[config.mk]
export PLATFORM = sky130hd
export DESIGN_NAME = pll_control_top
export DESIGN_NICKNAME = d
export VERILOG_FILES = /design/src/hdl/pll_ctrl_pkg.sv /design/src/hdl/divider_if.sv /design/src/hdl/clock_divider.sv /design/src/hdl/lock_detector.sv /design/src/hdl/pll_control_top.sv
export SDC_FILE = /design/constraint.sdc
export NUM_CORES = 1
export LEC_CHECK = 0
export ABC_AREA = 1
export BUFFER_PORTS_ARGS = -buffer_cell sky130_fd_sc_hd__buf_2
export CAP_MARGIN = 25
export CORE_MARGIN = 2
export CORE_UTILIZATION = 50
export DETAILED_ROUTE_END_ITERATION = 16
export PLACE_DENSITY = 0.68
export REMOVE_ABC_BUFFERS = 1
export SLEW_MARGIN = 20
export SYNTH_ARGS = -nofsm -noshare
export SYNTH_HDL_FRONTEND = slang
export SYNTH_SLANG_ARGS = --single-unit
[constraint.sdc]
create_clock -name pclk -period 9.2 [get_ports pclk]
set_input_delay 0.92 -clock pclk [delete_from_list [all_inputs] [get_ports pclk]]
set_output_delay 0.92 -clock pclk [all_outputs]
set_load 0.05 [all_outputs]
[src/hdl/pll_ctrl_pkg.sv]
package pll_ctrl_pkg;
	// register byte offsets
	localparam int              ADDR_W          = 8;
	localparam logic [7:0]      OFF_CONTROL     = 8'h00;
	localparam logic [7:0]      OFF_PRESCALE    = 8'h04;
	localparam logic [7:0]      OFF_FEEDBACK    = 8'h08;
	localparam logic [7:0]      OFF_POST_A      = 8'h0C;
	localparam logic [7:0]      OFF_POST_B      = 8'h10;
	localparam logic [7:0]      OFF_POST_E      = 8'h14;
	localparam logic [7:0]      OFF_PHASE       = 8'h18;
	localparam logic [7:0]      OFF_LOCK_COUNT  = 8'h1C;
	localparam logic [7:0]      OFF_VCO_NOMINAL = 8'h20;
	localparam logic [7:0]      OFF_STATUS      = 8'h24;

	// control fields
	localparam int              CTRL_W          = 5;
	localparam int              CTRL_ENABLE     = 0;
	localparam int              CTRL_CNT_RESET  = 1;
	localparam int              CTRL_DET_ENABLE = 2;
	localparam int              CTRL_SWAP       = 3;
	localparam int              CTRL_DIFF       = 4;
	localparam logic [4:0]      CONTROL_RESET   = 5'h04;

	// divider values
	localparam int              DIV_W           = 6;
	localparam logic [5:0]      DIV_MIN         = 6'h01;
	localparam logic [5:0]      MUL_MIN         = 6'h02;
	localparam logic [5:0]      DIV_MAX         = 6'h20;
	localparam logic [5:0]      PRESCALE_RESET  = 6'h01;
	localparam logic [5:0]      FEEDBACK_RESET  = 6'h02;
	localparam logic [5:0]      POST_RESET      = 6'h01;

	// phase fields, one lane per output: tap in low bits, initial count above
	localparam int              TAP_W           = 3;
	localparam int              INIT_W          = 5;
	localparam int              LANE_W          = 8;
	localparam int              NUM_TAPS        = 8;
	localparam logic [23:0]     PHASE_RESET     = 24'h000000;

	// lock and oscillator
	localparam int              LOCK_W          = 16;
	localparam logic [15:0]     LOCK_COUNT_RESET = 16'h0010;
	localparam int              HALF_W          = 16;
	localparam logic [15:0]     VCO_NOM_RESET   = 16'h0004;
	localparam logic [15:0]     HALF_MIN        = 16'h0001;
	localparam logic [15:0]     HALF_MAX        = 16'hFFFF;
	localparam int              STATUS_LOCKED   = 0;
	localparam int              STATUS_HALF_LSB = 16;

	// divider slots
	localparam int              NUM_DIV         = 5;
	localparam int              DIV_PRE         = 0;
	localparam int              DIV_FB          = 1;
	localparam int              DIV_A           = 2;
	localparam int              DIV_B           = 3;
	localparam int              DIV_E           = 4;
endpackage : pll_ctrl_pkg

[src/hdl/divider_if.sv]
`timescale 1ns/100ps
interface divider_if;
	logic                               tick;
	logic                               load;
	logic [pll_ctrl_pkg::DIV_W-1:0]     div_value;
	logic [pll_ctrl_pkg::INIT_W-1:0]    init_count;
	logic                               level;
	logic                               rise;

	modport ctrl (output tick, output load, output div_value, output init_count,
		input level, input rise);
	modport div (input tick, input load, input div_value, input init_count,
		output level, output rise);
endinterface : divider_if

[src/hdl/clock_divider.sv]
`timescale 1ns/100ps
module clock_divider (
	// clock and reset
	input  wire logic   pclk,
	input  wire logic   presetn,
	// divider port
	divider_if.div      port
);
	import pll_ctrl_pkg::*;

	logic [DIV_W-1:0]   count;
	logic [DIV_W-1:0]   next_count;
	logic               next_level;
	logic               next_rise;
	logic               level_q;
	logic               rise_q;

	// toggles every div_value ticks, so the level runs at tick rate / (2 * div_value)
	always_comb begin
		next_count = count;
		next_level = level_q;
		next_rise = 1'b0;
		if (port.load) begin
			next_count = {1'b0, port.init_count};
			next_level = 1'b0;
		end else if (port.tick) begin
			if (count >= port.div_value - DIV_MIN) begin
				next_count = '0;
				next_level = ~level_q;
				next_rise = ~level_q;
			end else begin
				next_count = count + DIV_MIN;
			end
		end
	end

	always_ff @(posedge pclk or negedge presetn) begin
		if (!presetn) begin
			count <= '0;
			level_q <= 1'b0;
			rise_q <= 1'b0;
		end else begin
			count <= next_count;
			level_q <= next_level;
			rise_q <= next_rise;
		end
	end

	assign port.level = level_q;
	assign port.rise = rise_q;
endmodule : clock_divider

[src/hdl/lock_detector.sv]
`timescale 1ns/100ps
module lock_detector (
	// clock and reset
	input  wire logic                           pclk,
	input  wire logic                           presetn,
	// control
	input  wire logic                           clear,
	input  wire logic [pll_ctrl_pkg::LOCK_W-1:0] needed,
	// edges
	input  wire logic                           ref_rise,
	input  wire logic                           fb_rise,
	// status
	output logic                                locked
);
	import pll_ctrl_pkg::*;

	logic [LOCK_W-1:0]  run_count;
	logic [LOCK_W-1:0]  next_run_count;
	logic               next_locked;

	always_comb begin
		next_run_count = run_count;
		next_locked = locked;
		if (clear) begin
			next_run_count = '0;
			next_locked = 1'b0;
		end else if (ref_rise && fb_rise) begin
			if (run_count != '1) begin
				next_run_count = run_count + 1'b1;
			end
			if (run_count + 1'b1 >= needed) begin
				next_locked = 1'b1;
			end
		end else if (ref_rise || fb_rise) begin
			next_run_count = '0;
			next_locked = 1'b0;
		end
	end

	always_ff @(posedge pclk or negedge presetn) begin
		if (!presetn) begin
			run_count <= '0;
			locked <= 1'b0;
		end else begin
			run_count <= next_run_count;
			locked <= next_locked;
		end
	end
endmodule : lock_detector

[src/hdl/pll_control_top.sv]
// The register addresses and register access over APB were left to the implementer.
`timescale 1ns/100ps
// Function
// - enable low holds every clock output at zero and drops lock
// - enable returning high restarts lock acquisition against the reference
// - counter reset returns all loop counters to their initial values
// - while counter reset is high, outputs are cleared and lock is dropped
// - releasing counter reset begins a fresh lock acquisition
// - detector enable gates the up and down corrections; low suppresses them
// - with detector disabled the oscillator keeps running and may drift
// - lock output high while locked, low while out of lock
// - lock may pulse during acquisition; consumers must tolerate it
// - two global outputs come from the two global dividers, either order
// - external output comes from the external divider, single or differential
// - multiply accepts 2 to 32; pre and post dividers accept 1 to 32
// - reference divided by N; oscillator at input times M/N; outputs divide it
// - each output picks one of eight phase taps and an initial count
module pll_control_top (
	// apb slave
	input  wire logic                           pclk,
	input  wire logic                           presetn,
	input  wire logic                           psel,
	input  wire logic                           penable,
	input  wire logic                           pwrite,
	input  wire logic [pll_ctrl_pkg::ADDR_W-1:0] paddr,
	input  wire logic [31:0]                    pwdata,
	output logic [31:0]                         prdata,
	output logic                                pready,
	output logic                                pslverr,
	// dedicated reference pins
	input  wire logic                           diff_ref_a_pos,
	input  wire logic                           diff_ref_a_neg,
	// clock outputs
	output logic                                global_clock_a,
	output logic                                global_clock_b,
	output logic                                external_clock_output,
	output logic                                external_clock_output_n,
	// status
	output logic                                locked
);
	import pll_ctrl_pkg::*;

	function automatic logic [DIV_W-1:0] clamp_div(input logic [31:0] value,
		input logic [DIV_W-1:0] lo);
		logic [DIV_W-1:0] result;
		result = value[DIV_W-1:0];
		if (value < {26'h0, lo}) begin
			result = lo;
		end else if (value > {26'h0, DIV_MAX}) begin
			result = DIV_MAX;
		end
		return result;
	endfunction : clamp_div

	// registers
	logic [CTRL_W-1:0]      control;
	logic [DIV_W-1:0]       prescale;
	logic [DIV_W-1:0]       feedback;
	logic [DIV_W-1:0]       post_a;
	logic [DIV_W-1:0]       post_b;
	logic [DIV_W-1:0]       post_e;
	logic [23:0]            phase;
	logic [LOCK_W-1:0]      lock_count;
	logic [HALF_W-1:0]      vco_nominal;
	logic [CTRL_W-1:0]      next_control;
	logic [DIV_W-1:0]       next_prescale;
	logic [DIV_W-1:0]       next_feedback;
	logic [DIV_W-1:0]       next_post_a;
	logic [DIV_W-1:0]       next_post_b;
	logic [DIV_W-1:0]       next_post_e;
	logic [23:0]            next_phase;
	logic [LOCK_W-1:0]      next_lock_count;
	logic [HALF_W-1:0]      next_vco_nominal;
	logic [31:0]            next_prdata;
	logic                   next_pready;
	logic                   next_pslverr;
	logic [31:0]            read_value;
	logic                   mapped;
	logic                   do_write;

	// loop state
	logic                   run;
	logic                   det_en;
	logic                   ref_level;
	logic                   ref_prev;
	logic                   ref_edge;
	logic                   ref_rise;
	logic                   fb_rise;
	logic                   up;
	logic                   down;
	logic                   next_up;
	logic                   next_down;
	logic [HALF_W-1:0]      vco_cnt;
	logic [HALF_W-1:0]      vco_half;
	logic [HALF_W-1:0]      next_vco_cnt;
	logic [HALF_W-1:0]      next_vco_half;
	logic [HALF_W:0]        vco_sum;
	logic [1:0]             vco_step;
	logic                   vco_tick;
	logic [NUM_TAPS-2:0]    tick_hist;
	logic                   lock_raw;
	logic                   next_ga;
	logic                   next_gb;
	logic                   next_e;
	logic                   next_e_n;

	// apb decode, one wait state
	assign do_write = psel && penable && pready && pwrite;

	always_comb begin
		mapped = 1'b1;
		read_value = 32'h00000000;
		unique case (paddr)
			OFF_CONTROL:     read_value[CTRL_W-1:0] = control;
			OFF_PRESCALE:    read_value[DIV_W-1:0] = prescale;
			OFF_FEEDBACK:    read_value[DIV_W-1:0] = feedback;
			OFF_POST_A:      read_value[DIV_W-1:0] = post_a;
			OFF_POST_B:      read_value[DIV_W-1:0] = post_b;
			OFF_POST_E:      read_value[DIV_W-1:0] = post_e;
			OFF_PHASE:       read_value[23:0] = phase;
			OFF_LOCK_COUNT:  read_value[LOCK_W-1:0] = lock_count;
			OFF_VCO_NOMINAL: read_value[HALF_W-1:0] = vco_nominal;
			OFF_STATUS: begin
				read_value[STATUS_LOCKED] = locked;
				read_value[STATUS_HALF_LSB +: HALF_W] = vco_half;
			end
			default:         mapped = 1'b0;
		endcase
	end

	always_comb begin
		next_pready = psel && penable && !pready;
		next_prdata = prdata;
		next_pslverr = pslverr;
		if (psel && penable && !pready) begin
			next_prdata = pwrite ? 32'h00000000 : read_value;
			next_pslverr = !mapped;
		end
		next_control = control;
		next_prescale = prescale;
		next_feedback = feedback;
		next_post_a = post_a;
		next_post_b = post_b;
		next_post_e = post_e;
		next_phase = phase;
		next_lock_count = lock_count;
		next_vco_nominal = vco_nominal;
		if (do_write) begin
			unique case (paddr)
				OFF_CONTROL:     next_control = pwdata[CTRL_W-1:0];
				OFF_PRESCALE:    next_prescale = clamp_div(pwdata, DIV_MIN);
				OFF_FEEDBACK:    next_feedback = clamp_div(pwdata, MUL_MIN);
				OFF_POST_A:      next_post_a = clamp_div(pwdata, DIV_MIN);
				OFF_POST_B:      next_post_b = clamp_div(pwdata, DIV_MIN);
				OFF_POST_E:      next_post_e = clamp_div(pwdata, DIV_MIN);
				OFF_PHASE:       next_phase = pwdata[23:0];
				OFF_LOCK_COUNT:  next_lock_count = pwdata[LOCK_W-1:0];
				OFF_VCO_NOMINAL: next_vco_nominal = (pwdata[HALF_W-1:0] < HALF_MIN) ?
					HALF_MIN : pwdata[HALF_W-1:0];
				default: begin
				end
			endcase
		end
	end

	always_ff @(posedge pclk or negedge presetn) begin
		if (!presetn) begin
			prdata <= 32'h00000000;
			pready <= 1'b0;
			pslverr <= 1'b0;
			control <= CONTROL_RESET;
			prescale <= PRESCALE_RESET;
			feedback <= FEEDBACK_RESET;
			post_a <= POST_RESET;
			post_b <= POST_RESET;
			post_e <= POST_RESET;
			phase <= PHASE_RESET;
			lock_count <= LOCK_COUNT_RESET;
			vco_nominal <= VCO_NOM_RESET;
		end else begin
			prdata <= next_prdata;
			pready <= next_pready;
			pslverr <= next_pslverr;
			control <= next_control;
			prescale <= next_prescale;
			feedback <= next_feedback;
			post_a <= next_post_a;
			post_b <= next_post_b;
			post_e <= next_post_e;
			phase <= next_phase;
			lock_count <= next_lock_count;
			vco_nominal <= next_vco_nominal;
		end
	end

	// loop control
	assign run = control[CTRL_ENABLE] && !control[CTRL_CNT_RESET];
	assign det_en = control[CTRL_DET_ENABLE];
	assign ref_level = control[CTRL_DIFF] ? (diff_ref_a_pos && !diff_ref_a_neg) :
		diff_ref_a_pos;
	assign ref_edge = ref_level ^ ref_prev;

	// dividers
	divider_if dv[NUM_DIV] ();

	for (genvar i = 0; i < NUM_DIV; i++) begin : g_div
		assign dv[i].load = !run;
		clock_divider u_div (
			.pclk    (pclk),
			.presetn (presetn),
			.port    (dv[i])
		);
	end

	assign dv[DIV_PRE].tick = ref_edge;
	assign dv[DIV_PRE].div_value = prescale;
	assign dv[DIV_PRE].init_count = '0;
	assign dv[DIV_FB].tick = vco_tick;
	assign dv[DIV_FB].div_value = feedback;
	assign dv[DIV_FB].init_count = '0;
	for (genvar k = 0; k < 3; k++) begin : g_post
		logic [TAP_W-1:0] tap;
		assign tap = phase[k*LANE_W +: TAP_W];
		assign dv[DIV_A+k].tick = (tap == '0) ? vco_tick : tick_hist[tap - 1'b1];
		assign dv[DIV_A+k].init_count = phase[k*LANE_W + TAP_W +: INIT_W];
	end
	assign dv[DIV_A].div_value = post_a;
	assign dv[DIV_B].div_value = post_b;
	assign dv[DIV_E].div_value = post_e;

	assign ref_rise = dv[DIV_PRE].rise;
	assign fb_rise = dv[DIV_FB].rise;

	// oscillator and phase detector
	always_comb begin
		vco_step = 2'h1;
		if (up) begin
			vco_step = 2'h2;
		end else if (down) begin
			vco_step = 2'h0;
		end
		vco_sum = {1'b0, vco_cnt} + {15'h0, vco_step};
		vco_tick = run && (vco_sum >= {1'b0, vco_half});
		next_up = up;
		next_down = down;
		next_vco_half = vco_half;
		next_vco_cnt = vco_cnt;
		if (!run) begin
			next_up = 1'b0;
			next_down = 1'b0;
			next_vco_half = vco_nominal;
			next_vco_cnt = '0;
		end else begin
			next_vco_cnt = vco_tick ? '0 : vco_sum[HALF_W-1:0];
			if (!det_en) begin
				next_up = 1'b0;
				next_down = 1'b0;
			end else if (ref_rise && fb_rise) begin
				next_up = 1'b0;
				next_down = 1'b0;
			end else if (ref_rise) begin
				if (down) begin
					next_down = 1'b0;
					next_vco_half = (vco_half != HALF_MAX) ? vco_half + 1'b1 : vco_half;
				end else begin
					next_up = 1'b1;
				end
			end else if (fb_rise) begin
				if (up) begin
					next_up = 1'b0;
					next_vco_half = (vco_half > HALF_MIN) ? vco_half - 1'b1 : vco_half;
				end else begin
					next_down = 1'b1;
				end
			end
		end
		next_ga = run && (control[CTRL_SWAP] ? dv[DIV_B].level : dv[DIV_A].level);
		next_gb = run && (control[CTRL_SWAP] ? dv[DIV_A].level : dv[DIV_B].level);
		next_e = run && dv[DIV_E].level;
		next_e_n = run && !dv[DIV_E].level;
	end

	always_ff @(posedge pclk or negedge presetn) begin
		if (!presetn) begin
			ref_prev <= 1'b0;
			up <= 1'b0;
			down <= 1'b0;
			vco_half <= VCO_NOM_RESET;
			vco_cnt <= '0;
			tick_hist <= '0;
			global_clock_a <= 1'b0;
			global_clock_b <= 1'b0;
			external_clock_output <= 1'b0;
			external_clock_output_n <= 1'b0;
		end else begin
			ref_prev <= ref_level;
			up <= next_up;
			down <= next_down;
			vco_half <= next_vco_half;
			vco_cnt <= next_vco_cnt;
			tick_hist <= {tick_hist[NUM_TAPS-3:0], vco_tick};
			global_clock_a <= next_ga;
			global_clock_b <= next_gb;
			external_clock_output <= next_e;
			external_clock_output_n <= next_e_n;
		end
	end

	lock_detector u_lock (
		.pclk     (pclk),
		.presetn  (presetn),
		.clear    (!run),
		.needed   (lock_count),
		.ref_rise (ref_rise),
		.fb_rise  (fb_rise),
		.locked   (lock_raw)
	);

	assign locked = lock_raw && run;
endmodule : pll_control_top

; Yosys cells after proc, flatten, opt, wreduce, memory -nomap -nowiden
; Index checks and enable logic that the tools add are counted.
[totals]
ff_bits = 225
in_bits = 47
out_inout_bits = 39
word_cells = 244
[op_classes]
add_sub_neg = 17
order_cmp = 15
n_eq_ne = 34
n_mux = 93
n_bitwise = 6
reduce_logical = 43
[op_table]
columns = operator, n
row1 = 2-to-1 mux 16 bit, 16
row2 = 2-to-1 mux 6 bit, 18
row3 = 2-to-1 mux 1 bit, 48
row4 = one-hot mux 4 bit (9 select lines), 1
row5 = AND reduction 2 bit, 18
row6 = "adder 16 x 1 -> 16 bit, second input constant", 2
row7 = "== test 8 x 5 -> 1 bit, second input constant", 4
row8 = "> comparator 32 x 6 -> 1 bit, second input constant", 1
row9 = "< comparator 32 x 1 -> 1 bit, second input constant", 1
row10 = "< comparator 32 x 2 -> 1 bit, second input constant", 1
row11 = 2-to-1 mux 32 bit, 1
row12 = "!= test 16 bit, second input constant", 2
row13 = "adder 6 x 1 -> 6 bit, second input constant", 5
row14 = greater-or-equal comparator 6 bit, 5
row15 = one-hot mux 10 bit (3 select lines), 1
row16 = "subtractor 6 x 1 -> 6 bit, second input constant", 5
row17 = "!= test 2 x 1 -> 1 bit, second input constant", 10
row18 = adder 16 x 2 -> 17 bit, 1
row19 = greater-or-equal comparator 17 x 16 -> 1 bit, 1
row20 = "== test 8 x 4 -> 1 bit, second input constant", 2
row21 = "== test 8 x 6 -> 1 bit, second input constant", 2
row22 = greater-or-equal comparator 16 bit, 1
row23 = "> comparator 16 x 1 -> 1 bit, second input constant", 1
row24 = "< comparator 16 x 1 -> 1 bit, second input constant", 1
row25 = other kinds (26), 60

; Depth between registers and ports, before layout
; Gate-level depths: netlist of run 1.
[depth]
depth_word = 8
depth_mapped = 25
ltp_nobuf = 25

; Cells and area by module
; Synthesis of run 1 repeated with hierarchy kept, for this count alone.
[unflattened]
hier_cells = 1810
hier_area_um2 = 14014.7
[by_module_without_submodules]
columns = mod, instances, cells_per_inst, area_each_um2, seq_area_each_um2
row1 = pll_control_top, 1, 1159, 9235.1, 4290.4
row2 = clock_divider, 5, 87, 659.4, 200.2
row3 = lock_detector, 1, 216, 1482.7, 425.4

; Worst setup path before layout of run 1
; No wires, ideal clock.
[synth_path]
path_type = reg-to-reg
start = register up
end = register g_div[3].u_div.count[4]
setup_ps = 119
t_arrival_ps = 2981
required_ps = 9081
setup_slack_ps = 6100
stages_incl_launch_ff = 24
path_buffers = 1
period_less_slack_ps = 3100
cell_sequence = dfrtp_1 -> nor2_1 -> ha_1 -> fa_1 -> nand2_1 -> nor2_2 -> nand2_2 -> or3_1 -> xor2_1 -> inv_1 -> ha_1 -> nand2_1 -> inv_1 -> nand2_1 -> nand2_1 -> nand2_1 -> nand2_1 -> nor2_1 -> nand2_4 -> nand3_2 -> nand3_2 -> buf_6 -> nand2_1 -> o21ai_2
[synth_between]
elab_chain_cells = 6
[synth_lines]
columns = item, line
row1 = from (decl), pll_control_top.sv:89  ; logic up;
row2 = from (signal assigned), pll_control_top.sv:297  ; up <= next_up;
row3 = 2-to-1 mux 2 bit, pll_control_top.sv:237  ; if (up) begin
row4 = adder 16 x 2 -> 17 bit, pll_control_top.sv:242  ; vco_sum = {1'b0, vco_cnt} + {15'h0, vco_step};
row5 = greater-or-equal comparator 17 x 16 -> 1 bit, pll_control_top.sv:243  ; vco_tick = run && (vco_sum >= {1'b0, vco_half});
row6 = logical AND 1 bit, pll_control_top.sv:243
row7 = 2-to-1 mux 1 bit, pll_control_top.sv:224  ; assign dv[DIV_A+k].tick = (tap == '0) ? vco_tick : tick_hist[tap - 1'b1];
row8 = != test 2 x 1 -> 1 bit (no line), n/a
row9 = to (signal assigned), clock_divider.sv:43  ; count <= next_count;
row10 = to (decl), clock_divider.sv:11  ; logic [DIV_W-1:0] count;
; No other way between the ends.
; A chain may end at the register's enable or synchronous reset.

; Worst setup path in the final report of run 1
[layout_path]
start = register up
end = register g_div[1].u_div.count[3]
[layout_between]
elab_chain_cells = 5
[layout_lines]
columns = item, line
row1 = 2-to-1 mux 2 bit, pll_control_top.sv:237
row2 = adder 16 x 2 -> 17 bit, pll_control_top.sv:242
row3 = greater-or-equal comparator 17 x 16 -> 1 bit, pll_control_top.sv:243
row4 = logical AND 1 bit, pll_control_top.sv:243
row5 = != test 2 x 1 -> 1 bit (no line), n/a
row6 = to (signal assigned), clock_divider.sv:43
row7 = to (decl), clock_divider.sv:11
; No other way between the ends.

==> results.tsv, run 1 <==
stage	metric	value	unit
clock_network	Hold-fix buffers, CTS	0	
finish	layout cells sized above 1	11.74	%
grt	initial antenna violation count	0	
power_and_ir_drop	part of the power in registers	47.6	%
floorplanning	Die Ht	169.0	µm
synth	count of different cell masters after synthesis	57	
timing	Fin. Hold Viols	0	
synth	synth warn	0	
placement	RePlAce Congestion	0.9771	
clock_network	cells resized by post-CTS repair	0	
synth	Async SR Flop Fraction	100.0	%
clock_network	Reg clk slew, reported paths	0.06	ns
grt	largest net degree at the start of global routing	88	
detailed_routing	Starting DRT DRC Count	888	
finish	Final Non-Filler Cells	2155	
detailed_routing	Routed WL	36260	µm
clock_network	Setup Buffers After CTS	0	
setup_path	crit path capture type	flip-flop	
floorplanning	die area	28550	µm²
detailed_routing	drt drc	0	
grt	first-pass GRT wire length	59420	µm
floorplanning	Die Width	169.0	µm
setup_path	Worst R2R Setup Slack	5.51	ns
finish	post-layout util	56.62	%
timing	Slew @ Worst Pin	0.9220	ns
detailed_routing	Final ANT Viol Nets	0	
grt	vias in the first global route	11540	
placement	Area after DPL	14280	µm²
setup_path	CP arrival	4.13	ns
synth	sequential area share after synthesis	41.46	%
clock_network	CTS max path bufs	3	
detailed_routing	drt first pass iters	6	
power_and_ir_drop	Int Pwr	1.616	mW
detailed_routing	Wirelength per Cell	16.83	µm
finish	Fillers	2505	
synth	synthesized instance count	1719	
clock_network	Inserted Clock Buffers	26	
placement	# port buffers	85	
setup_path	Setup CP Type	flip-flop to flip-flop	
timing	Setup violations, final	0	
clock_network	clock sinks	225	
synth	Most used DFF post-synth	dfrtp_1	
timing	Tmin final	3.689	ns
clock_network	H-tree depth	1	
detailed_routing	via count	11830	
power_and_ir_drop	P_leak	7.382	nW
power_and_ir_drop	sw frac	22.91	%
synth	syn avg cell area	7.916	µm²
setup_path	launch point of the worst path	up	
floorplanning	core area	26800	µm²
timing	Slew Limit Headroom	38.47	%
power_and_ir_drop	Peak VDD IR	0.1307	mV
timing	f_max	271.1	MHz
setup_path	FF-to-FF End	g_div[1].u_div.count[3]	
setup_path	CP Data Required Time	9.64	ns
worst_hold_path	Worst Hold Class	input port to async pin	
power_and_ir_drop	combinational power share	4.0	%
run_status	status	complete, no violations	
clock_network	clock root cell	clkbuf_16	
placement	placed insts	2107	
timing	RSZ-0062 raised after global routing	false	
finish	ANT cells	0	
synth	mapped cell area	13610	µm²
flow_run	number of max-cap violations	0	
timing	Final Max Tran Viols	0	
grt	GR Util All Layers	25.84	%
clock_network	CTS tree	built	
placement	post-DP HPWL	26990	µm
floorplanning	# rows	60	
synth	flops & latches, synth	225	
clock_network	clk_lat worst skew	0.53	ns
setup_path	Setup crit end	g_div[1].u_div.count[3]	
finish	P&R area growth vs syn	11.52	%
floorplanning	starting density of the core	50.77	%
timing	Final Cycle Share	40.10	%
power_and_ir_drop	Pwr Density	138.1	nW/µm²
timing	skew final	0.008713	ns
finish	fin nets	1929	
setup_path	Reg-to-Reg Start	up	
setup_path	Worst setup SP type	flip-flop	
setup_path	Worst Reg2Reg Path Length in Cells	19	
synth	Post-synth EDFFs	0	
grt	Congestion Overflow GR	0	
setup_path	crit path max fanout	23	
detailed_routing	Vias per Instance	5.490	
power_and_ir_drop	clock network power share	48.4	%
floorplanning	I/O pins	86	
timing	setup_tns	0	ns
finish	Design Area, Final	15180	µm²
power_and_ir_drop	Psw	0.4803	mW
layer usage:
layer | track usage (%) | up-vias | part of all wire, %
met5 | 0 | - | 0
met4 | 7.061 | 0 | 2.7
met3 | 3.624 | 59 | 6.1
met2 | 43.18 | 355 | 47
met1 | 35.40 | 5600 | 44
li1 | - | 5816 | -
cell usage after synthesis, types with 7 or more instances:
library cell  number  area [µm²]
nand2_1          398        1494
dfrtp_1          216        5405
inv_1            215       807.0
nor2_1           137       514.2
o21ai_0          114       570.6
nand3_1           95       475.5
ha_1              84        1051
o21ai_1           64       320.3
xor2_1            62       543.0
a21oi_1           44       220.2
nor3_1            27       135.1
nand4_1           24       150.1
o22ai_1           24       150.1
inv_2             21       78.83
clkbuf_1          17       63.81
xnor2_1           16       140.1
buf_2             15       75.07
nor2_2            11       68.82
nor2_4            10       112.6
a221oi_1           9       78.83
dfstp_2            9       236.5
a22o_1             8       70.07
a32o_1             8       80.08
nor4_1             7       43.79
o211ai_1           7       52.55
registers in the layout, indices dropped and copies added, names as in the netlist, 2 cells and up:
name	flops
g_div.u_div.count	30
vco_nominal	16
prdata	32
lock_count	16
vco_cnt	16
u_lock.run_count	16
dv.div_value	30
phase	24
tick_hist	7
g_div.u_div.port.rise	2
g_div.u_div.port.level	5
vco_half	16
control	5
power by group through the flow:
stage	clock (mW)	sequential, mW	combinational, mW
6_report	1.02	0.997	0.0837
5_1_grt	1.07	0.997	0.0937
4_1_cts	1.03	0.997	0.0836
3_5_place_dp	0	1.01	0.0832
3_3_place_gp	0	1.01	0.0821
2_1_floorplan	0	1.02	0.0317
kinds of logic after synthesis:
family                   share of synthesized area, %
AO/OA/AOI/OAI                                   13.41
XOR/XNOR                                        5.020
adder cells (fa/ha/maj)                         7.871
buffers and inverters                           8.165
flip-flops                                      41.46
multiplexers                                  0.07356
AND/OR/NAND/NOR                                 24.00
area by class of cell:
| class | count | area [µm²] | area share [%] |
|---|---|---|---|
| Multi-Input combinational cell | 1216 | 6860 | 45.21 |
| Sequential cell | 225 | 5642 | 37.18 |
| Tap cell | 341 | 426.7 | 2.811 |
| Timing Repair Buffer | 92 | 531.8 | 3.504 |
| Clock buffer | 38 | 767.0 | 5.054 |
| Clock inverter | 7 | 62.56 | 0.4122 |
| Inverter | 236 | 885.9 | 5.837 |
worst min path at each step:
stage	cells past startpoint	to	slack [ns]
after floorplan	0	tick_hist[3]	0.37
after global routing	0	tick_hist[3]	0.41
final	1	g_div[0].u_div.count[0]	0.39
after global placement	0	tick_hist[6]	0.38
after CTS	0	tick_hist[6]	0.40
after detailed placement	0	tick_hist[3]	0.39
stage by stage:
| stage | total power, mW | setup WS, ns | hold slack, ns |
|---|---|---|---|
| final | 2.096 | 5.511 | 0.3851 |
| after global routing | 2.156 | 5.173 | 0.4064 |
| after CTS | 2.110 | 5.496 | 0.4008 |
| after detailed placement | 1.098 | 5.506 | 0.3869 |
| after global placement | 1.097 | 5.698 | 0.3846 |
| after floorplan | 1.049 | 6.026 | 0.3690 |
layout by cell type, fill, tap and decap left out, types with 21 or more instances in the layout:
| cell type | count |
|---|---|
| dfrtp_1 | 216 |
| inv_1 | 215 |
| o21ai_0 | 114 |
| o21ai_1 | 64 |
| nand4_1 | 24 |
| ha_1 | 84 |
| nand3_1 | 94 |
| o22ai_1 | 24 |
| nand2_1 | 398 |
| nor3_1 | 27 |
| nor2_1 | 137 |
| clkbuf_16 | 27 |
| inv_2 | 21 |
| buf_2 | 84 |
| a21oi_1 | 44 |
| xor2_1 | 62 |
critical path: stages, from the launching register on:
cell	delay [ns]
dfrtp_1	0.46
nor2_1	0.12
ha_1	0.19
fa_1	0.22
nand2_1	0.07
nor2_2	0.16
nand2_2	0.12
or3_1	0.34
xor2_1	0.19
inv_1	0.07
ha_1	0.29
nand2_1	0.07
nor3_1	0.26
o21a_1	0.17
nand2_2	0.06
nand2_4	0.14
inv_2	0.07
nand2_2	0.35
nand3b_1	0.13
o21ai_1	0.11
Note: power is estimated with default switching activity, not from simulation.
==> inputs of run 2 (changes only) <==
Clock period 9.2 ns to 3.85 ns, I/O delays scaled along.
==> run 2 against run 1 <==
  * Via count shrank 0.34%
  * Clock skew grew 0.012 ns
  * Sequential share of layout area shrank 0.19 points
  * Cell area grew 0.52%
  * Clock power grew 140%
  * Highest routed layer unchanged
  * Combinational power grew 140%
  * Non-clock buffer count grew 4
  * Critical endpoint is now g_div[2].u_div.count[1]
  * Register-to-register slack lost 5.1 ns
  * Critical path type unchanged
==> results.tsv, run 2 (same netlist as run 1, synthesis figures left out) <==
stage	metric	value	unit	change
power_and_ir_drop	P_leak	7.403	nW	+0.29%
setup_path	Worst Reg2Reg Path Length in Cells	22		+3
clock_network	clk_lat worst skew	0.54	ns	about the same
clock_network	Inserted Clock Buffers	26		unchanged
finish	P&R area growth vs syn	12.10	%	
timing	f_max	286.9	MHz	+5.8%
timing	Worst Slack Setup Final	0.3646	ns	-5.146 ns
clock_network	clock sinks	225		unchanged
timing	Slew Limit Headroom	35.79	%	-2.7 points
finish	Largest Register	prdata		
detailed_routing	Vias per Instance	5.453		-0.66%
setup_path	CP most frequent cell	nand2_1		
grt	GR Util All Layers	25.34	%	-0.50 points
clock_network	clock root cell	clkbuf_16		
timing	Tmin final	3.485	ns	-0.2036 ns
floorplanning	die area	28550	µm²	unchanged
finish	max reg flops	32		unchanged
flow_run	number of max-cap violations	0		unchanged
clock_network	CTS tree	built		
setup_path	crit path capture type	flip-flop		
floorplanning	Die Ht	169.0	µm	unchanged
timing	Final Cycle Share	90.53	%	+50 points
floorplanning	core area	26800	µm²	unchanged
run_status	status	complete, no violations		
detailed_routing	Routed WL	35840	µm	-1.2%
setup_path	CP Data Required Time	4.28	ns	-5.36 ns
timing	setup_tns	0	ns	unchanged
grt	Congestion Overflow GR	0		unchanged
setup_path	CP arrival	3.91	ns	-0.22 ns
detailed_routing	Wirelength per Cell	16.58	µm	-1.5%
finish	Fillers	2488		-0.68%
finish	ANT cells	0		unchanged
placement	RePlAce Congestion	0.9565		-2.1%
detailed_routing	via count	11790		-0.34%
placement	post-DP HPWL	26890	µm	-0.39%
floorplanning	# rows	60		unchanged
finish	commonest non-fill, non-tap cell in the layout	nand2_1		
grt	first-pass GRT wire length	58090	µm	-2.2%
finish	post-layout util	56.92	%	+0.29 points
detailed_routing	drt first pass iters	8		+2
clock_network	CTS max path bufs	3		unchanged
placement	# port buffers	85		unchanged
detailed_routing	drt drc	0		unchanged
setup_path	slowest CP cell	dfrtp_1		
setup_path	Setup CP Type	flip-flop to flip-flop		
grt	vias in the first global route	11270		-2.4%
grt	initial antenna violation count	0		unchanged
timing	Slew @ Worst Pin	0.9621	ns	+0.04012 ns
floorplanning	Die Width	169.0	µm	unchanged
floorplanning	I/O pins	86		unchanged
power_and_ir_drop	Peak VDD IR	0.3385	mV	+160%
timing	RSZ-0062 raised after global routing	false		
power_and_ir_drop	Pwr Density	332.1	nW/µm²	+140%
timing	skew final	0.02091	ns	+0.01219 ns
finish	commonest cells after routing, fill and taps aside	398 x nand2_1, 216 x dfrtp_1, 215 x inv_1		
clock_network	Setup Buffers After CTS	0		unchanged
floorplanning	starting density of the core	50.77	%	unchanged
timing	Final Hold Slack	0.07466	ns	-0.3104 ns
detailed_routing	Starting DRT DRC Count	802		-9.7%
timing	Fin. Hold Viols	0		unchanged
setup_path	worst path cell trace	nor2_1, ha_1, fa_1, nand2_1, nor2_2, nand2_2, or3_1, xor2_1, inv_1, ha_1, nand2_1, inv_1, nand2_1, nand2_1, nand2_1, nand2_1, nor2_1, nand2_4, nand2_1, nand3_2, inv_2, o21ai_0		
finish	layout cells sized above 1	12.19	%	+0.45 points
setup_path	Worst path max stage delay	0.46	ns	about the same
setup_path	Worst setup SP type	flip-flop		
placement	dpl ws	0.2280	ns	-5.277 ns
detailed_routing	Final ANT Viol Nets	0		unchanged
clock_network	H-tree depth	1		unchanged
worst_hold_path	Worst Hold Class	input port to flip-flop		
finish	fin nets	1933		+0.21%
clock_network	Reg clk slew, reported paths	0.06	ns	about the same
timing	Final Max Tran Viols	0		unchanged
worst_hold_path	cell depth of the worst hold path	3		
setup_path	crit path max fanout	8		-65%
grt	largest net degree at the start of global routing	106		+20%
timing	Setup violations, final	0		unchanged
run 2: metal layers:
layer	global-route usage [%]	vias up	part of all wire [%]
li1	-	5841	-
met1	34.33	5533	45
met2	41.61	343	46
met3	3.951	73	5.9
met4	8.770	0	3.5
met5	0	-	0
run 2: stage by stage:
| stage | total power, mW | cells | instance area [µm²] |
|---|---|---|---|
| 4_1_cts | 5.111 | 2160 | 15190 |
| 3_5_place_dp | 2.625 | 2111 | 14310 |
| 5_1_grt | 5.230 | 2162 | 15250 |
| 3_3_place_gp | 2.622 | 2111 | 14310 |
| 6_report | 5.066 | 2162 | 15250 |
| 2_1_floorplan | 2.508 | 1677 | 13380 |
run 2: repair_timing:
| action | in CTS | in global routing |
|---|---|---|
| endpoints found under the setup margin | 0 | 29 |
| hold buffers | 1 | 0 |
| hold endpoints to repair | 95 | 0 |
| gates resized for setup | 0 | 5 |
run 2: area by class of cell:
class / count / area [µm²] / area share (%)
tap: 341 / 426.7 / 2.797
inverter: 236 / 885.9 / 5.807
sequential: 225 / 5642 / 36.98
clock inverter: 13 / 142.6 / 0.9350
clock buffer: 35 / 724.4 / 4.749
multi-input combinational: 1216 / 6889 / 45.16
timing repair buffer: 96 / 544.3 / 3.568
run 2: path summary, 6_finish.rpt:
| path | startpoint | to | slack (ns) |
|---|---|---|---|
| max | up | g_div[2].u_div.count[1] | 0.36 |
| max in group asynchronous | presetn | lock_count[11] | 2.45 |
| min in group asynchronous | presetn | g_div[0].u_div.count[3] | 0.47 |
| min reg2reg | tick_hist[2] | tick_hist[3] | 0.42 |
| max reg2reg | up | g_div[2].u_div.count[1] | 0.36 |
| min | diff_ref_a_pos | ref_prev | 0.07 |
run 2: report_power, final:
part | total, mW | internal (mW) | switching [mW]
Combinational | 0.198 | 0.0519 | 0.146
Clock | 2.48 | 1.46 | 1.02
Sequential | 2.38 | 2.37 | 0.00826
Total | 5.07 | 3.89 | 1.18
run 2: worst max-delay path, delay by kind of cell, from the launching register on:
kind	cells	cell delay, ns
xor gates and xnor gates	1	0.18
adders and majority gates	3	0.69
and+or+nand+nor	14	1.68
AOI/OAI and AO/OA	1	0.09
DFF	1	0.46
buffers and inverters	3	0.27
==> inputs of run 3 (changes only) <==
Clock period 3.85 ns to 3.5 ns, I/O delays scaled along.
==> run 3 against run 2 <==
  * Setup slack worse by 0.20 ns
  * Clock skew down 0.012 ns
  * Sequential share of layout area decreased by 0.52 points
  * Critical path depth fell by 1
  * Register-to-register slack got worse by 0.20 ns
  * Total power grew 13%
  * Clock power is 16% higher
  * Sequential power grew 10%
  * Cell count is 0.65% higher
  * Sequential cell count is the same
  * Critical path type unchanged
  * Critical endpoint is now g_div[3].u_div.port.level
  * Highest routed layer unchanged
==> results.tsv, run 3 (same netlist as run 1, synthesis figures left out) <==
stage	metric	value	unit	change
floorplanning	core area	26800	µm²	unchanged
clock_network	clk_lat worst skew	0.54	ns	about the same
detailed_routing	Final ANT Viol Nets	0		unchanged
clock_network	CTS max path bufs	3		unchanged
floorplanning	# rows	60		unchanged
power_and_ir_drop	P_leak	7.491	nW	+1.2%
clock_network	clock root cell	clkbuf_16		
setup_path	CP most frequent cell	nand2_1		
detailed_routing	drt first pass iters	5		-3
placement	RePlAce Congestion	0.9719		+1.6%
setup_path	CP arrival	3.77	ns	-0.14 ns
timing	Fin. Hold Viols	0		unchanged
finish	layout cells sized above 1	13.73	%	+1.5 points
clock_network	H-tree depth	1		unchanged
setup_path	Setup CP Type	flip-flop to flip-flop		
worst_hold_path	Worst Hold Class	input port to flip-flop		
setup_path	Worst Reg2Reg Path Length in Cells	21		-4.5%
timing	Setup violations, final	0		unchanged
timing	Tmin final	3.336	ns	-0.1491 ns
setup_path	WP depth	21		-4.5%
floorplanning	die area	28550	µm²	unchanged
finish	ANT cells	0		unchanged
clock_network	Reg clk slew, reported paths	0.06	ns	about the same
finish	Final Non-Filler Cells	2176		+0.65%
floorplanning	Die Width	169.0	µm	unchanged
power_and_ir_drop	Tot Pwr	5.713	mW	+13%
setup_path	CP Data Required Time	3.93	ns	-0.35 ns
timing	f_max	299.7	MHz	+4.5%
timing	skew final	0.008873	ns	-0.01203 ns
detailed_routing	via count	11940		+1.3%
detailed_routing	Wirelength per Cell	16.73	µm	+0.94%
setup_path	cell family with most CP delay	simple AND/OR/NAND/NOR gates		
grt	vias in the first global route	11340		+0.61%
power_and_ir_drop	Peak VDD IR	0.3026	mV	-11%
setup_path	Buffers & Inverters on Critical Path	1		-2
detailed_routing	Routed WL	36410	µm	+1.6%
finish	Largest Register	prdata		
finish	max reg flops	32		unchanged
timing	Slew @ Worst Pin	0.8875	ns	-0.07455 ns
setup_path	crit path max fanout	7		-1
detailed_routing	drt drc	0		unchanged
grt	largest net degree at the start of global routing	113		+6.6%
floorplanning	I/O pins	86		unchanged
timing	Slew Limit Headroom	40.83	%	+5.0 points
placement	# port buffers	85		unchanged
timing	Final Cycle Share	95.32	%	+4.8 points
flow_run	number of max-cap violations	0		unchanged
finish	Fillers	2473		-0.60%
finish	fin nets	1947		+0.72%
placement	placed insts	2120		+0.43%
timing	Final Max Tran Viols	0		unchanged
grt	initial antenna violation count	0		unchanged
setup_path	crit path capture type	flip-flop		
grt	first-pass GRT wire length	58880	µm	+1.4%
detailed_routing	Starting DRT DRC Count	898		+12%
run_status	status	complete, no violations		
floorplanning	starting density of the core	50.77	%	unchanged
finish	P&R area growth vs syn	13.74	%	
setup_path	worst path cell trace	nor2_4, ha_2, fa_2, nand2_1, nor2_2, nand2_2, or3_1, xor2_1, inv_1, ha_4, nand2_2, nor3_2, nand2_1, nand2_1, nor2_2, nand2_4, nand3_2, nand3_4, nand2_1, nand2_1, nand2_1		
setup_path	Worst path max stage delay	0.44	ns	-0.02 ns
grt	Congestion Overflow GR	0		unchanged
grt	GR Util All Layers	25.77	%	+0.43 points
setup_path	Worst setup SP type	flip-flop		
finish	commonest cells after routing, fill and taps aside	394 x nand2_1, 215 x inv_1, 215 x dfrtp_1		
clock_network	CTS tree	built		
timing	RSZ-0062 raised after global routing	true		
placement	post-DP HPWL	27230	µm	+1.3%
worst_hold_path	cell depth of the worst hold path	3		unchanged
finish	commonest non-fill, non-tap cell in the layout	nand2_1		
clock_network	Inserted Clock Buffers	26		unchanged
setup_path	slowest CP cell	dfrtp_2		
detailed_routing	Vias per Instance	5.489		+0.65%
clock_network	clock sinks	225		unchanged
floorplanning	Die Ht	169.0	µm	unchanged
finish	post-layout util	57.75	%	+0.83 points
power_and_ir_drop	Pwr Density	369.1	nW/µm²	+11%
## run 3: cell types whose count changed in the layout (fill, tap and decap cells not counted), sizes merged
cell    previous run  this run
bufinv             2         3
nand3            101       103
buf               95       107
clkbuf            35        34
## run 3: metrics by stage
stage / TNS [ns] / setup slack, ns / hold WS (ns) / instance area [µm²]
final: 0 / 0.1637 / 0.04346 / 15480
after global routing: -0.6006 / -0.09079 / 0.03740 / 15480
after CTS: 0 / 0.01320 / 0.02879 / 15330
after detailed placement: 0 / 0.02712 / 0.3957 / 14400
after global placement: 0 / 0.1249 / 0.3943 / 14400
after floorplan: 0 / 0.3258 / 0.05441 / 13380
## run 3: worst min-delay path, delay by kind of cell
family,cells,cell delay [ns]
buf+inv,2,0.12
simple gates,1,0.07
## run 3: path summary, 6_finish.rpt
path,start,end,slack (ns)
max,up,g_div[3].u_div.port.level,0.16
min,diff_ref_a_pos,ref_prev,0.04
max reg2reg,up,g_div[3].u_div.port.level,0.16
min reg2reg,tick_hist[5],tick_hist[6],0.41
max in group asynchronous,presetn,prdata[25],2.14
min in group asynchronous,presetn,g_div[0].u_div.count[2],0.43
## run 3: final cells by class
class                           instances  area, µm²  area share (%)
Clock buffer                           34      752.0           4.859
Sequential cell                       225       5643           36.46
Clock inverter                         14      165.2           1.067
Tap cell                              341      426.7           2.757
Timing Repair Buffer                  108      635.6           4.107
Multi-Input combinational cell       1218       6967           45.01
Inverter                              236      888.4           5.740
## run 3: metal layers
| metal | wire length, µm | up-vias | track usage (%) | share of wire, % |
|---|---|---|---|---|
| li1 | - | 5877 | - | - |
| met1 | 16460 | 5692 | 35.34 | 45 |
| met2 | 16970 | 310 | 42.68 | 47 |
| met3 | 1829 | 65 | 3.343 | 5.0 |
| met4 | 1152 | 0 | 8.250 | 3.2 |
| met5 | 0 | - | 0 | 0 |
## run 3: where the power goes
group / total, mW / switching (mW) / leakage (nW) / internal [mW]
Clock: 2.87 / 1.13 / 0.438 / 1.74
Sequential: 2.62 / 0.00892 / 3.03 / 2.61
Combinational: 0.222 / 0.163 / 4.03 / 0.0590
Total: 5.71 / 1.31 / 7.49 / 4.41
## run 3: what timing repair did
item | 4_1_cts | 5_1_grt
resized for setup | 0 | 24
endpoints found under the hold margin | 103 | 0
hold buffers | 1 | 0
setup endpoints to repair | 0 | 46
setup buffers | 0 | 5
